### config.mk
export PLATFORM = sky130hd
export DESIGN_NAME = mgmt_cmd_handler
export DESIGN_NICKNAME = d
export VERILOG_FILES = /design/src/logic/mgmt_cmd_pkg.sv /design/src/logic/mgmt_cmd_handler.sv
export SDC_FILE = /design/constraint.sdc
export NUM_CORES = 1
export LEC_CHECK = 0
export ABC_AREA = 1
export ABC_CLOCK_PERIOD_IN_PS = 2100
export BUFFER_PORTS_ARGS = -buffer_cell sky130_fd_sc_hd__buf_4
export CORE_MARGIN = 8
export CORE_UTILIZATION = 53
export DETAILED_ROUTE_END_ITERATION = 8
export GPL_TIMING_DRIVEN = 0
export PLACE_DENSITY = 0.86
export SYNTH_ARGS = -nofsm -noshare
export SYNTH_HDL_FRONTEND = slang
export SYNTH_SLANG_ARGS = --single-unit
### constraint.sdc
create_clock -name mclk_in -period 2.1 [get_ports mclk_in]
set_input_delay 0 -clock mclk_in [delete_from_list [all_inputs] [get_ports mclk_in]]
set_output_delay 0 -clock mclk_in [all_outputs]
set_load 0.03 [all_outputs]
### src/logic/mgmt_cmd_pkg.sv
// constants for the adapter management command handler
// assumes one 200 MHz clock shared by all users of the package
package mgmt_cmd_pkg;
	localparam logic [7:0] sub_code_mgmt      = 8'h01;
	localparam logic [7:0] cmd_own            = 8'h0f;
	localparam logic [7:0] cmd_pool_clear     = 8'h10;
	localparam logic [7:0] cmd_nv_dial        = 8'h11;
	localparam logic [7:0] cmd_attach_dial    = 8'h12;
	localparam logic [7:0] cmd_callback       = 8'h13;
	localparam logic [7:0] cmd_cfg_report     = 8'h14;
	localparam logic [7:0] resp_success       = 8'h3d;
	localparam logic [7:0] resp_failure       = 8'h1d;
	localparam logic [7:0] dial_disabled      = 8'hff;
	localparam logic [7:0] callback_reset     = 8'h00;
	localparam int         clk_mhz            = 200;
	localparam int         dtr_low_ms         = 500;
	localparam int         dtr_low_cycles     = dtr_low_ms * 1000 * clk_mhz;
	localparam logic [15:0] cfg_addr_default  = 16'h0000;
	localparam logic [7:0]  cfg_rev_default   = 8'h01;
	localparam logic [7:0]  cfg_len_default   = 8'h40;
endpackage

### src/logic/mgmt_cmd_handler.sv
// adapter management command handler: decodes command frames, answers the six known commands only
// assumes one byte per frame field, presented with frame_valid_in for one cycle
`timescale 1ns/1ps
`default_nettype none
module mgmt_cmd_handler #(
	parameter int        dtr_low_cycles = mgmt_cmd_pkg::dtr_low_cycles,
	parameter logic [15:0] cfg_addr     = mgmt_cmd_pkg::cfg_addr_default,
	parameter logic [7:0]  cfg_rev      = mgmt_cmd_pkg::cfg_rev_default,
	parameter logic [7:0]  cfg_len      = mgmt_cmd_pkg::cfg_len_default
) (
	input  wire logic        mclk_in,
	input  wire logic        resetn_in,
	input  wire logic        frame_valid_in,
	input  wire logic [7:0]  frame_sub_in,
	input  wire logic [7:0]  frame_cmd_in,
	input  wire logic [7:0]  frame_arg_in,
	input  wire logic [7:0]  frame_node_in,
	input  wire logic        nv_update_in,
	input  wire logic        attach_msg_in,
	input  wire logic        dial_in_in,
	input  wire logic [7:0]  dial_in_entry_in,
	input  wire logic        carrier_in,
	input  wire logic        hangup_str_done_in,
	output logic             resp_valid_out,
	output logic [7:0]       resp_code_out,
	output logic [15:0]      resp_addr_out,
	output logic [7:0]       resp_rev_out,
	output logic [7:0]       resp_len_out,
	output logic             owned_out,
	output logic [7:0]       owner_out,
	output logic             pool_clear_out,
	output logic             strings_empty_out,
	output logic [7:0]       nv_dial_out,
	output logic [7:0]       attach_dial_out,
	output logic             callback_en_out,
	output logic             dial_start_out,
	output logic [7:0]       dial_entry_out,
	output logic             dtr_out,
	output logic             hangup_str_send_out
);
	typedef enum logic [1:0] {hs_idle, hs_dtr_low, hs_string} hang_state_t;

	logic        owned_q;
	logic        owned_d;
	logic [7:0]  owner_q;
	logic [7:0]  owner_d;
	logic [7:0]  nv_q;
	logic [7:0]  attach_q;
	logic        cb_q;
	logic        empty_q;
	hang_state_t hs_q;
	hang_state_t hs_d;
	logic [$clog2(dtr_low_cycles+1)-1:0] dtr_cnt_q;
	logic [7:0]  cb_entry_q;

	// ----------------------------------------------------------------
	// command decode
	// ----------------------------------------------------------------
	wire logic mgmt_frame = frame_valid_in && (frame_sub_in == mgmt_cmd_pkg::sub_code_mgmt);
	wire logic is_own     = mgmt_frame && (frame_cmd_in == mgmt_cmd_pkg::cmd_own);
	wire logic is_clear   = mgmt_frame && (frame_cmd_in == mgmt_cmd_pkg::cmd_pool_clear);
	wire logic is_nv      = mgmt_frame && (frame_cmd_in == mgmt_cmd_pkg::cmd_nv_dial);
	wire logic is_attach  = mgmt_frame && (frame_cmd_in == mgmt_cmd_pkg::cmd_attach_dial);
	wire logic is_cb      = mgmt_frame && (frame_cmd_in == mgmt_cmd_pkg::cmd_callback);
	wire logic is_report  = mgmt_frame && (frame_cmd_in == mgmt_cmd_pkg::cmd_cfg_report);
	wire logic own_req    = frame_arg_in != 8'h00;
	wire logic other_node = owned_q && (owner_q != frame_node_in);
	wire logic grant      = is_own && own_req && !other_node;
	wire logic release_ok = is_own && !own_req && !other_node;
	wire logic own_fail   = is_own && other_node;
	wire logic known_cmd  = is_own || is_clear || is_nv || is_attach || is_cb || is_report;

	// ----------------------------------------------------------------
	// ownership
	// ----------------------------------------------------------------
	assign owned_d = grant ? 1'b1 : (release_ok ? 1'b0 : owned_q);
	assign owner_d = grant ? frame_node_in : owner_q;

	always_ff @(posedge mclk_in or negedge resetn_in) begin
		if (!resetn_in) begin
			owned_q <= 1'b0;
			owner_q <= 8'h00;
		end else begin
			owned_q <= owned_d;
			owner_q <= owner_d;
		end
	end

	// ----------------------------------------------------------------
	// configuration bytes and string pool
	// ----------------------------------------------------------------
	always_ff @(posedge mclk_in or negedge resetn_in) begin
		if (!resetn_in) begin
			nv_q     <= mgmt_cmd_pkg::dial_disabled;
			attach_q <= mgmt_cmd_pkg::dial_disabled;
			cb_q     <= 1'b0;
			empty_q  <= 1'b0;
		end else begin
			if (is_nv) begin
				nv_q <= frame_arg_in;
			end
			if (is_attach) begin
				attach_q <= frame_arg_in;
			end
			if (is_cb) begin
				cb_q <= frame_arg_in != mgmt_cmd_pkg::callback_reset;
			end
			if (is_clear) begin
				empty_q <= 1'b1;
			end
		end
	end

	// ----------------------------------------------------------------
	// responses
	// ----------------------------------------------------------------
	wire logic [7:0] resp_code_d = (own_fail || (is_own && !grant && !release_ok)) ?
		mgmt_cmd_pkg::resp_failure : mgmt_cmd_pkg::resp_success;

	always_ff @(posedge mclk_in or negedge resetn_in) begin
		if (!resetn_in) begin
			resp_valid_out <= 1'b0;
			resp_code_out  <= 8'h00;
			resp_addr_out  <= 16'h0000;
			resp_rev_out   <= 8'h00;
			resp_len_out   <= 8'h00;
			pool_clear_out <= 1'b0;
		end else begin
			resp_valid_out <= known_cmd;
			pool_clear_out <= is_clear;
			if (known_cmd) begin
				resp_code_out <= resp_code_d;
				resp_addr_out <= is_report ? cfg_addr : 16'h0000;
				resp_rev_out  <= is_report ? cfg_rev : 8'h00;
				resp_len_out  <= is_report ? cfg_len : 8'h00;
			end
		end
	end

	// ----------------------------------------------------------------
	// dial-out triggers and callback hang-up sequence
	// ----------------------------------------------------------------
	wire logic nv_trig     = nv_update_in && (nv_q != mgmt_cmd_pkg::dial_disabled);
	wire logic attach_trig = attach_msg_in && (attach_q != mgmt_cmd_pkg::dial_disabled);
	wire logic cb_start    = dial_in_in && cb_q && (hs_q == hs_idle);
	wire logic dtr_done    = dtr_cnt_q == ($bits(dtr_cnt_q))'(dtr_low_cycles - 1);
	wire logic str_needed  = carrier_in && !empty_q;
	wire logic hang_end    = ((hs_q == hs_dtr_low) && dtr_done && !str_needed) ||
		((hs_q == hs_string) && hangup_str_done_in);

	always_comb begin
		hs_d = hs_q;
		case (hs_q)
			hs_idle: begin
				if (cb_start) begin
					hs_d = hs_dtr_low;
				end
			end
			hs_dtr_low: begin
				if (dtr_done) begin
					hs_d = str_needed ? hs_string : hs_idle;
				end
			end
			hs_string: begin
				if (hangup_str_done_in) begin
					hs_d = hs_idle;
				end
			end
			default: hs_d = hs_idle;
		endcase
	end

	always_ff @(posedge mclk_in or negedge resetn_in) begin
		if (!resetn_in) begin
			hs_q       <= hs_idle;
			dtr_cnt_q  <= '0;
			cb_entry_q <= 8'h00;
		end else begin
			hs_q      <= hs_d;
			dtr_cnt_q <= (hs_q == hs_dtr_low && !dtr_done) ? dtr_cnt_q + 1'b1 : '0;
			if (cb_start) begin
				cb_entry_q <= dial_in_entry_in;
			end
		end
	end

	always_ff @(posedge mclk_in or negedge resetn_in) begin
		if (!resetn_in) begin
			dial_start_out      <= 1'b0;
			dial_entry_out      <= 8'h00;
			dtr_out             <= 1'b1;
			hangup_str_send_out <= 1'b0;
		end else begin
			dial_start_out      <= nv_trig || attach_trig || hang_end;
			if (hang_end) begin
				dial_entry_out <= cb_entry_q;
			end else if (nv_trig) begin
				dial_entry_out <= nv_q;
			end else if (attach_trig) begin
				dial_entry_out <= attach_q;
			end
			dtr_out             <= hs_d != hs_dtr_low;
			hangup_str_send_out <= (hs_q == hs_dtr_low) && dtr_done && str_needed;
		end
	end

	// ----------------------------------------------------------------
	// state outputs
	// ----------------------------------------------------------------
	always_ff @(posedge mclk_in or negedge resetn_in) begin
		if (!resetn_in) begin
			owned_out         <= 1'b0;
			owner_out         <= 8'h00;
			strings_empty_out <= 1'b0;
			nv_dial_out       <= mgmt_cmd_pkg::dial_disabled;
			attach_dial_out   <= mgmt_cmd_pkg::dial_disabled;
			callback_en_out   <= 1'b0;
		end else begin
			owned_out         <= owned_d;
			owner_out         <= owner_d;
			strings_empty_out <= empty_q || is_clear;
			nv_dial_out       <= is_nv ? frame_arg_in : nv_q;
			attach_dial_out   <= is_attach ? frame_arg_in : attach_q;
			callback_en_out   <= is_cb ? (frame_arg_in != 8'h00) : cb_q;
		end
	end
endmodule
`default_nettype wire

# ---- Yosys cells after proc, flatten, opt, wreduce, memory -nomap -nowiden
# Index checks and enable logic that the tools add are counted.
dict set report word_totals {
  reg_bits 102
  wordCells 95
  input_bits 48
}
dict set report classes {
  n_eq_ne 14
  reduce_logical 46
  n_mux 15
  addsub 1
}
# operator n
set ops {}
lappend ops {{== test 8 x 5 -> 1 bit, second input constant} 5}
lappend ops {{adder 27 x 1 -> 27 bit, second input constant} 1}
lappend ops {{== test 27 bit, second input constant} 1}
lappend ops {{2-to-1 mux 27 bit} 1}
lappend ops {{logical AND 1 bit} 25}
lappend ops {{2-to-1 mux 8 bit} 3}
lappend ops {{!= test 8 bit, second input constant} 2}
lappend ops {{logical OR 1 bit} 10}
lappend ops {{== test 8 x 1 -> 1 bit, second input constant} 1}
lappend ops {{== test 8 x 4 -> 1 bit, second input constant} 1}
lappend ops {{2-to-1 mux 2 bit} 4}
lappend ops {{!= test 8 bit} 1}
lappend ops {{nonzero test 8 bit} 1}
lappend ops {{zero test 1 bit} 7}
lappend ops {{2-to-1 mux 7 bit} 1}
lappend ops {{2-to-1 mux 6 bit} 1}
lappend ops {{one-hot mux 2 bit (3 select lines)} 1}
lappend ops {{2-to-1 mux 1 bit} 4}
lappend ops {{nonzero test 3 bit} 1}
lappend ops {{== test 2 x 1 -> 1 bit, second input constant} 1}
lappend ops {{== test 2 bit, second input constant} 1}
lappend ops {{zero test 2 bit} 1}
lappend ops {{!= test 2 x 1 -> 1 bit, second input constant} 1}
lappend ops {{nonzero test 2 bit} 1}

# ---- Longest topological paths before layout
dict set report depth {
  depth_word 10
  mapped_depth 11
}

# ---- Worst setup path before layout
# OpenSTA, ideal clock, no wires.
dict set report synth_path {
  path_type {register to register}
  from {reg nv_q[1]}
  to {reg dial_entry_out[0]}
  path_stages_with_launch 10
  n_path_buf 0
  synth_period_minus_slack_ps 1650
  arrival_ps 1537
  path_slack_ps 450
  path_cell_list {dfstp_2 nand2_1 nor2_1 nand2_2 nand2_2 nand2_2 clkinv_1 nand4_1 nand2_1 inv_1}
}
dict set report synth_between {
  elab_chain_cells 4
  word_cells_on_any_way 5
  cone_classes {1 x eq/ne; 2 x mux; 2 x reduce/logical}
}
# item line
set synth_rtl {}
lappend synth_rtl {{start, declared} mgmt_cmd_handler.sv:47} ;# logic [7:0] nv_q;
lappend synth_rtl {{start signal, assigned} mgmt_cmd_handler.sv:94} ;# nv_q <= mgmt_cmd_pkg::dial_disabled;
lappend synth_rtl {{start signal, assigned} mgmt_cmd_handler.sv:100} ;# nv_q <= frame_arg_in;
lappend synth_rtl {{!= test 8 bit (*)} mgmt_cmd_handler.sv:143} ;# wire logic nv_trig = nv_update_in && (nv_q != mgmt_cmd_pkg::dial_disabled);
lappend synth_rtl {{logical AND 1 bit (*)} mgmt_cmd_handler.sv:143}
lappend synth_rtl {{2-to-1 mux 8 bit} mgmt_cmd_handler.sv:197} ;# end else if (nv_trig) begin
lappend synth_rtl {{2-to-1 mux 8 bit} mgmt_cmd_handler.sv:195} ;# if (hang_end) begin
lappend synth_rtl {{end signal, assigned} mgmt_cmd_handler.sv:196} ;# dial_entry_out <= cb_entry_q;
lappend synth_rtl {{end signal, assigned} mgmt_cmd_handler.sv:198} ;# dial_entry_out <= nv_q;
lappend synth_rtl {{end signal, assigned} mgmt_cmd_handler.sv:200} ;# dial_entry_out <= attach_q;
lappend synth_rtl {{end, declared} mgmt_cmd_handler.sv:37} ;# output logic [7:0] dial_entry_out,
# Every way passes the cells marked *; elsewhere a longest branch is shown, timed or not.
# A chain may end at the register's enable or synchronous reset.

# ---- Final worst setup path
dict set report layout_path {
  from {reg dtr_cnt_q[0]}
  to {reg dtr_cnt_q[5]}
}
dict set report layout_between {
  elab_chain_cells 4
  word_cells_on_any_way 5
  cone_classes {1 x add/sub; 1 x eq/ne; 1 x mux; 2 x reduce/logical}
}
# item line
set layout_rtl {}
lappend layout_rtl {{start, declared} mgmt_cmd_handler.sv:53} ;# logic [$clog2(dtr_low_cycles+1)-1:0] dtr_cnt_q;
lappend layout_rtl {{start signal, assigned} mgmt_cmd_handler.sv:180} ;# dtr_cnt_q <= (hs_q == hs_dtr_low && !dtr_done) ? dtr_cnt_q + 1'b1 : '0;
lappend layout_rtl {{branches (longest 3 deep; another with adder 27 x 1 -> 27 bit)} -}
lappend layout_rtl {{2-to-1 mux 27 bit (*)} mgmt_cmd_handler.sv:180}
# Mark *: on every way between the ends.

==> impl_metrics.prom <==
# TYPE chip_impl_metric gauge
chip_impl_info{name="result_of_the_run",value="completed"} 1
chip_impl_metric{name="post_synth_inst_count",unit=""} 628
chip_impl_info{name="startpoint_type",value="flip-flop"} 1
chip_impl_metric{name="core.rowCount",unit=""} 34
chip_impl_metric{name="hpwlAfterDp",unit="µm"} 9540
chip_impl_metric{name="reg2reg_slack",unit="ns"} 0.23
chip_impl_metric{name="synth-seq-cells",unit=""} 81
chip_impl_metric{name="hold_viol_final",unit=""} 0
chip_impl_info{name="postSynth.topFlopCell",value="dfrtp_1"} 1
chip_impl_metric{name="post_cts_resize_count",unit=""} 0
chip_impl_metric{name="die_height",unit="µm"} 111
chip_impl_metric{name="groute.usage.overall",unit=""} 0.218
chip_impl_metric{name="post_placement_cell_count",unit=""} 861
chip_impl_metric{name="slew-limit-headroom",unit=""} 0.327
chip_impl_metric{name="detail_route.vias_per_cell",unit=""} 5.06
chip_impl_metric{name="multiInputGateArea",unit="µm²"} 2210
chip_impl_metric{name="peakVddDrop",unit="mV"} 0.401
chip_impl_metric{name="antenna_violations_before_repair",unit=""} 0
chip_impl_info{name="timing.hold.worst.start",value="frame_cmd_in[3]"} 1
chip_impl_metric{name="regArea",unit="µm²"} 2050
chip_impl_metric{name="pre_cts_ws",unit="ns"} 0.228
chip_impl_metric{name="max_cap_violations",unit=""} 0
chip_impl_metric{name="routed-wl-met3",unit="µm"} 993
chip_impl_metric{name="floorplan.core_area",unit="µm²"} 8720
chip_impl_metric{name="design_area",unit="µm²"} 6230
chip_impl_info{name="route.top_layer_used",value="met4"} 1
chip_impl_metric{name="max_clock_freq",unit="GHz"} 0.534
chip_impl_metric{name="floorplan.initialDensity",unit=""} 0.548
chip_impl_metric{name="met2_length",unit="µm"} 6710
chip_impl_metric{name="die-area",unit="µm²"} 12300
chip_impl_info{name="cts.root.buffer_cell",value="clkbuf_8"} 1
chip_impl_metric{name="wl_per_cell",unit="µm"} 14.4
chip_impl_metric{name="first_global_vias",unit=""} 4846
chip_impl_metric{name="clkTransAtPathRegs",unit="ns"} 0.09
chip_impl_metric{name="synth.yosys.warnings",unit=""} 0
chip_impl_metric{name="num-fill-cells",unit=""} 661
chip_impl_metric{name="proportion_of_layout_cells_with_a_drive_suffix_above_1",unit=""} 0.251
chip_impl_metric{name="clock-skew-final",unit="ns"} 0.0133
chip_impl_metric{name="max_slew.worst_pin.slew",unit="ns"} 1.01
chip_impl_info{name="critical-path-slowest-cell",value="dfrtp_1"} 1
chip_impl_metric{name="drt_iter0_markers",unit=""} 251
chip_impl_info{name="worstSetupEndpointType",value="flip-flop"} 1
chip_impl_metric{name="io_buffer_count",unit=""} 93
chip_impl_metric{name="grt_start_max_net_pins",unit=""} 82
chip_impl_metric{name="cp_data_arrival_time",unit="ns"} 2.12
chip_impl_metric{name="synth-async-reset-ratio",unit=""} 1.00
chip_impl_metric{name="finalSetupTns",unit="ns"} 0
chip_impl_metric{name="grt_first_pass_wirelength",unit="µm"} 22600
chip_impl_metric{name="p_leak",unit="nW"} 3.28
chip_impl_info{name="rsz_0062_raised_after_global_routing",value="no"} 1
chip_impl_metric{name="syn_avg_cell_area",unit="µm²"} 7.61
chip_impl_metric{name="clock_path_buffers",unit=""} 2
chip_impl_metric{name="postRouteAntennaNets",unit=""} 0
chip_impl_info{name="timing.critical_path.cells",value="ha_1, nand2_2, nor2_4, nand2_4, clkinv_2, nand3_2, o21ai_4, buf_6, nor2_1"} 1
chip_impl_info{name="crit_type",value="reg2reg"} 1
chip_impl_metric{name="synth_enable_flop_cells",unit=""} 0
chip_impl_metric{name="die-width",unit="µm"} 111
chip_impl_metric{name="layout_worst_path_cycle_share",unit=""} 0.892
chip_impl_metric{name="remaining_drc_errors",unit=""} 0
chip_impl_metric{name="final_setup_violation_count",unit=""} 0
chip_impl_metric{name="reg2regPathDepth",unit=""} 9
chip_impl_info{name="min_path_type",value="in2reg"} 1
chip_impl_metric{name="cellPowerDensity",unit="nW/µm²"} 505
chip_impl_metric{name="path_max_fanout",unit=""} 10
chip_impl_metric{name="mappedNetlistArea",unit="µm²"} 4780
chip_impl_metric{name="power",unit="W"} 0.00315
chip_impl_metric{name="timing.critical_path.slowest_cell_delay",unit="ns"} 0.41
chip_impl_metric{name="post-route-min-period",unit="ns"} 1.87
chip_impl_metric{name="m1WireLength",unit="µm"} 5050
chip_impl_info{name="worstReg2RegEnd",value="dtr_cnt_q[5]"} 1
chip_impl_metric{name="cts_htree_levels",unit=""} 3
chip_impl_metric{name="global_route_overflow",unit=""} 0
chip_impl_metric{name="routed_wirelength",unit="µm"} 13100
chip_impl_metric{name="clock_insertion_delay_worst_skew",unit="ns"} 0.37
chip_impl_metric{name="detailroute.via_count",unit=""} 4585
chip_impl_metric{name="tritoncts.num_buffers",unit=""} 9
chip_impl_metric{name="i_o_pin_count",unit=""} 128
chip_impl_metric{name="synth-seq-area-share",unit=""} 0.428
chip_impl_metric{name="antenna_cells",unit=""} 0
chip_impl_info{name="worst_hold_path.endpoint",value="resp_rev_out[0]"} 1
chip_impl_info{name="r2r-start",value="dtr_cnt_q[0]"} 1
chip_impl_metric{name="nNetsFinal",unit=""} 842
chip_impl_info{name="setup.worst_path.start",value="dtr_cnt_q[0]"} 1
chip_impl_metric{name="final-instance-count-excl-fill",unit=""} 906
chip_impl_metric{name="clock_tree_sinks",unit=""} 81
chip_impl_metric{name="timing.final.max_slew_violations",unit=""} 0
chip_impl_metric{name="drt-pass1-iter-count",unit=""} 5
chip_impl_metric{name="layout_setup_ws",unit="ns"} 0.227
chip_impl_metric{name="hold_path_depth",unit=""} 4
chip_impl_info{name="tritoncts",value="built"} 1
chip_impl_metric{name="placement.cell_area",unit="µm²"} 5730
chip_impl_metric{name="syn_to_final_growth",unit="%"} 30.2
chip_impl_metric{name="gp_congestion",unit=""} 0.930
chip_impl_metric{name="cp_data_required_time",unit="ns"} 2.34
chip_impl_metric{name="post_synth_num_cell_types",unit=""} 38
## state kept, by name, indices dropped and copies added (netlist names)
| name | cells |
|---|---|
| attach_q | 8 |
| dtr_cnt_q | 27 |
| owned_out | 1 |
| hs_q | 2 |
| resp_rev_out | 1 |
| empty_q | 1 |
| dial_start_out | 1 |
| callback_en_out | 1 |
| resp_valid_out | 1 |
| dial_entry_out | 8 |
| strings_empty_out | 1 |
| owner_out | 8 |
| pool_clear_out | 1 |
| nv_q | 8 |
| hangup_str_send_out | 1 |
| dtr_out | 1 |
| resp_code_out | 2 |
| cb_entry_q | 8 |
## power breakdown
group          internal [W]  switching [W]  leakage, nW
Sequential          0.00157     0.00000613         1.03
Combinational      0.000174       0.000238         2.14
Clock              0.000525       0.000633        0.105
Total               0.00227       0.000877         3.28
## repair_timing
item                       CTS  global route
hold endpoints to repair   100             0
buffers inserted             0             0
hold buffers                29             0
setup endpoints to repair    0             0
## synthesized netlist by cell type (all sizes together), types with 2 or more instances
master,instances,share of area
a21oi,3,0.0031
buf,44,0.072
clkinv,3,0.0026
dfrtp,64,0.33
dfstp,17,0.093
inv,76,0.060
nand2,179,0.15
nand3,55,0.062
nand3b,2,0.0031
nand4,23,0.033
nor2,81,0.069
nor3,22,0.024
nor3b,2,0.0031
nor4,3,0.0071
o21ai,23,0.031
xnor2,8,0.015
xor2,17,0.031
## area by class of cell
cell class                      count  area share
Buffer                             45      0.0559
Clock buffer                       10      0.0239
Clock inverter                      6     0.00844
Inverter                           79      0.0478
Multi-Input combinational cell    455       0.355
Sequential cell                    81       0.329
Tap cell                          108      0.0217
Timing Repair Buffer              122       0.159
## metal layers
metal,GRT usage,vias up
li1,-,2246
met1,0.238,2133
met2,0.388,174
met3,0.0676,32
met4,0.0712,0
met5,0,-
## placed cells by master, fill, tap and decap left out, types with 2 or more instances in the layout
cell type / instances
clkinv_1: 2
nor3_1: 21
buf_4: 130
clkbuf_8: 9
dfstp_2: 17
inv_1: 74
o21ai_0: 6
buf_2: 2
xnor2_1: 8
nor4_1: 2
conb_1: 33
nand3_2: 4
a21oi_1: 3
inv_2: 2
nand2_4: 3
dlygate4sd3_1: 29
dfrtp_1: 64
xor2_1: 17
nor3b_1: 2
nor2_4: 2
nor2_1: 75
nand3b_1: 2
buf_6: 5
nand3_1: 51
nand4_1: 22
nand2_2: 4
inv_6: 3
nand2_1: 172
nor2_2: 4
o21ai_2: 6
o21ai_1: 10
## per-stage QoR
stage               hold WS, ns  utilization
finish                   0.0565        0.714
global route             0.0580        0.714
CTS                      0.0289        0.714
detailed placement        0.206        0.658
global placement          0.210        0.658
floorplan                -0.296            -
## worst max path at each step
stage                              endpoint  slack (ns)  depth (start not counted)
final                          dtr_cnt_q[5]        0.23                          9
after global routing      dial_entry_out[3]        0.09                          9
after CTS                      dtr_cnt_q[5]        0.22                          9
after detailed placement      dtr_cnt_q[23]        0.23                          9
after global placement        dtr_cnt_q[24]        0.27                          9
after floorplan           dial_entry_out[0]        0.45                          9
## cells by family after synthesis
group / after synthesis / share of synthesized area
flip-flops: 81 / 0.428
adder cells (fa/ha/maj): 1 / 0.00262
other: 1 / 0.000784
AO/OA/AOI/OAI: 28 / 0.0374
buffers and inverters: 124 / 0.135
XOR/XNOR: 25 / 0.0458
AND/OR/NAND/NOR: 368 / 0.350
## critical path: cells and delay by family, from the launching register on
kind	cells	cell delay, ns
flip-flops	1	0.41
AND/OR/NAND/NOR	5	0.47
buffers and inverters	2	0.31
AO/OA/AOI/OAI	1	0.34
adder cells (fa/ha/maj)	1	0.22
No activity file was read; power rests on OpenSTA's default activity.
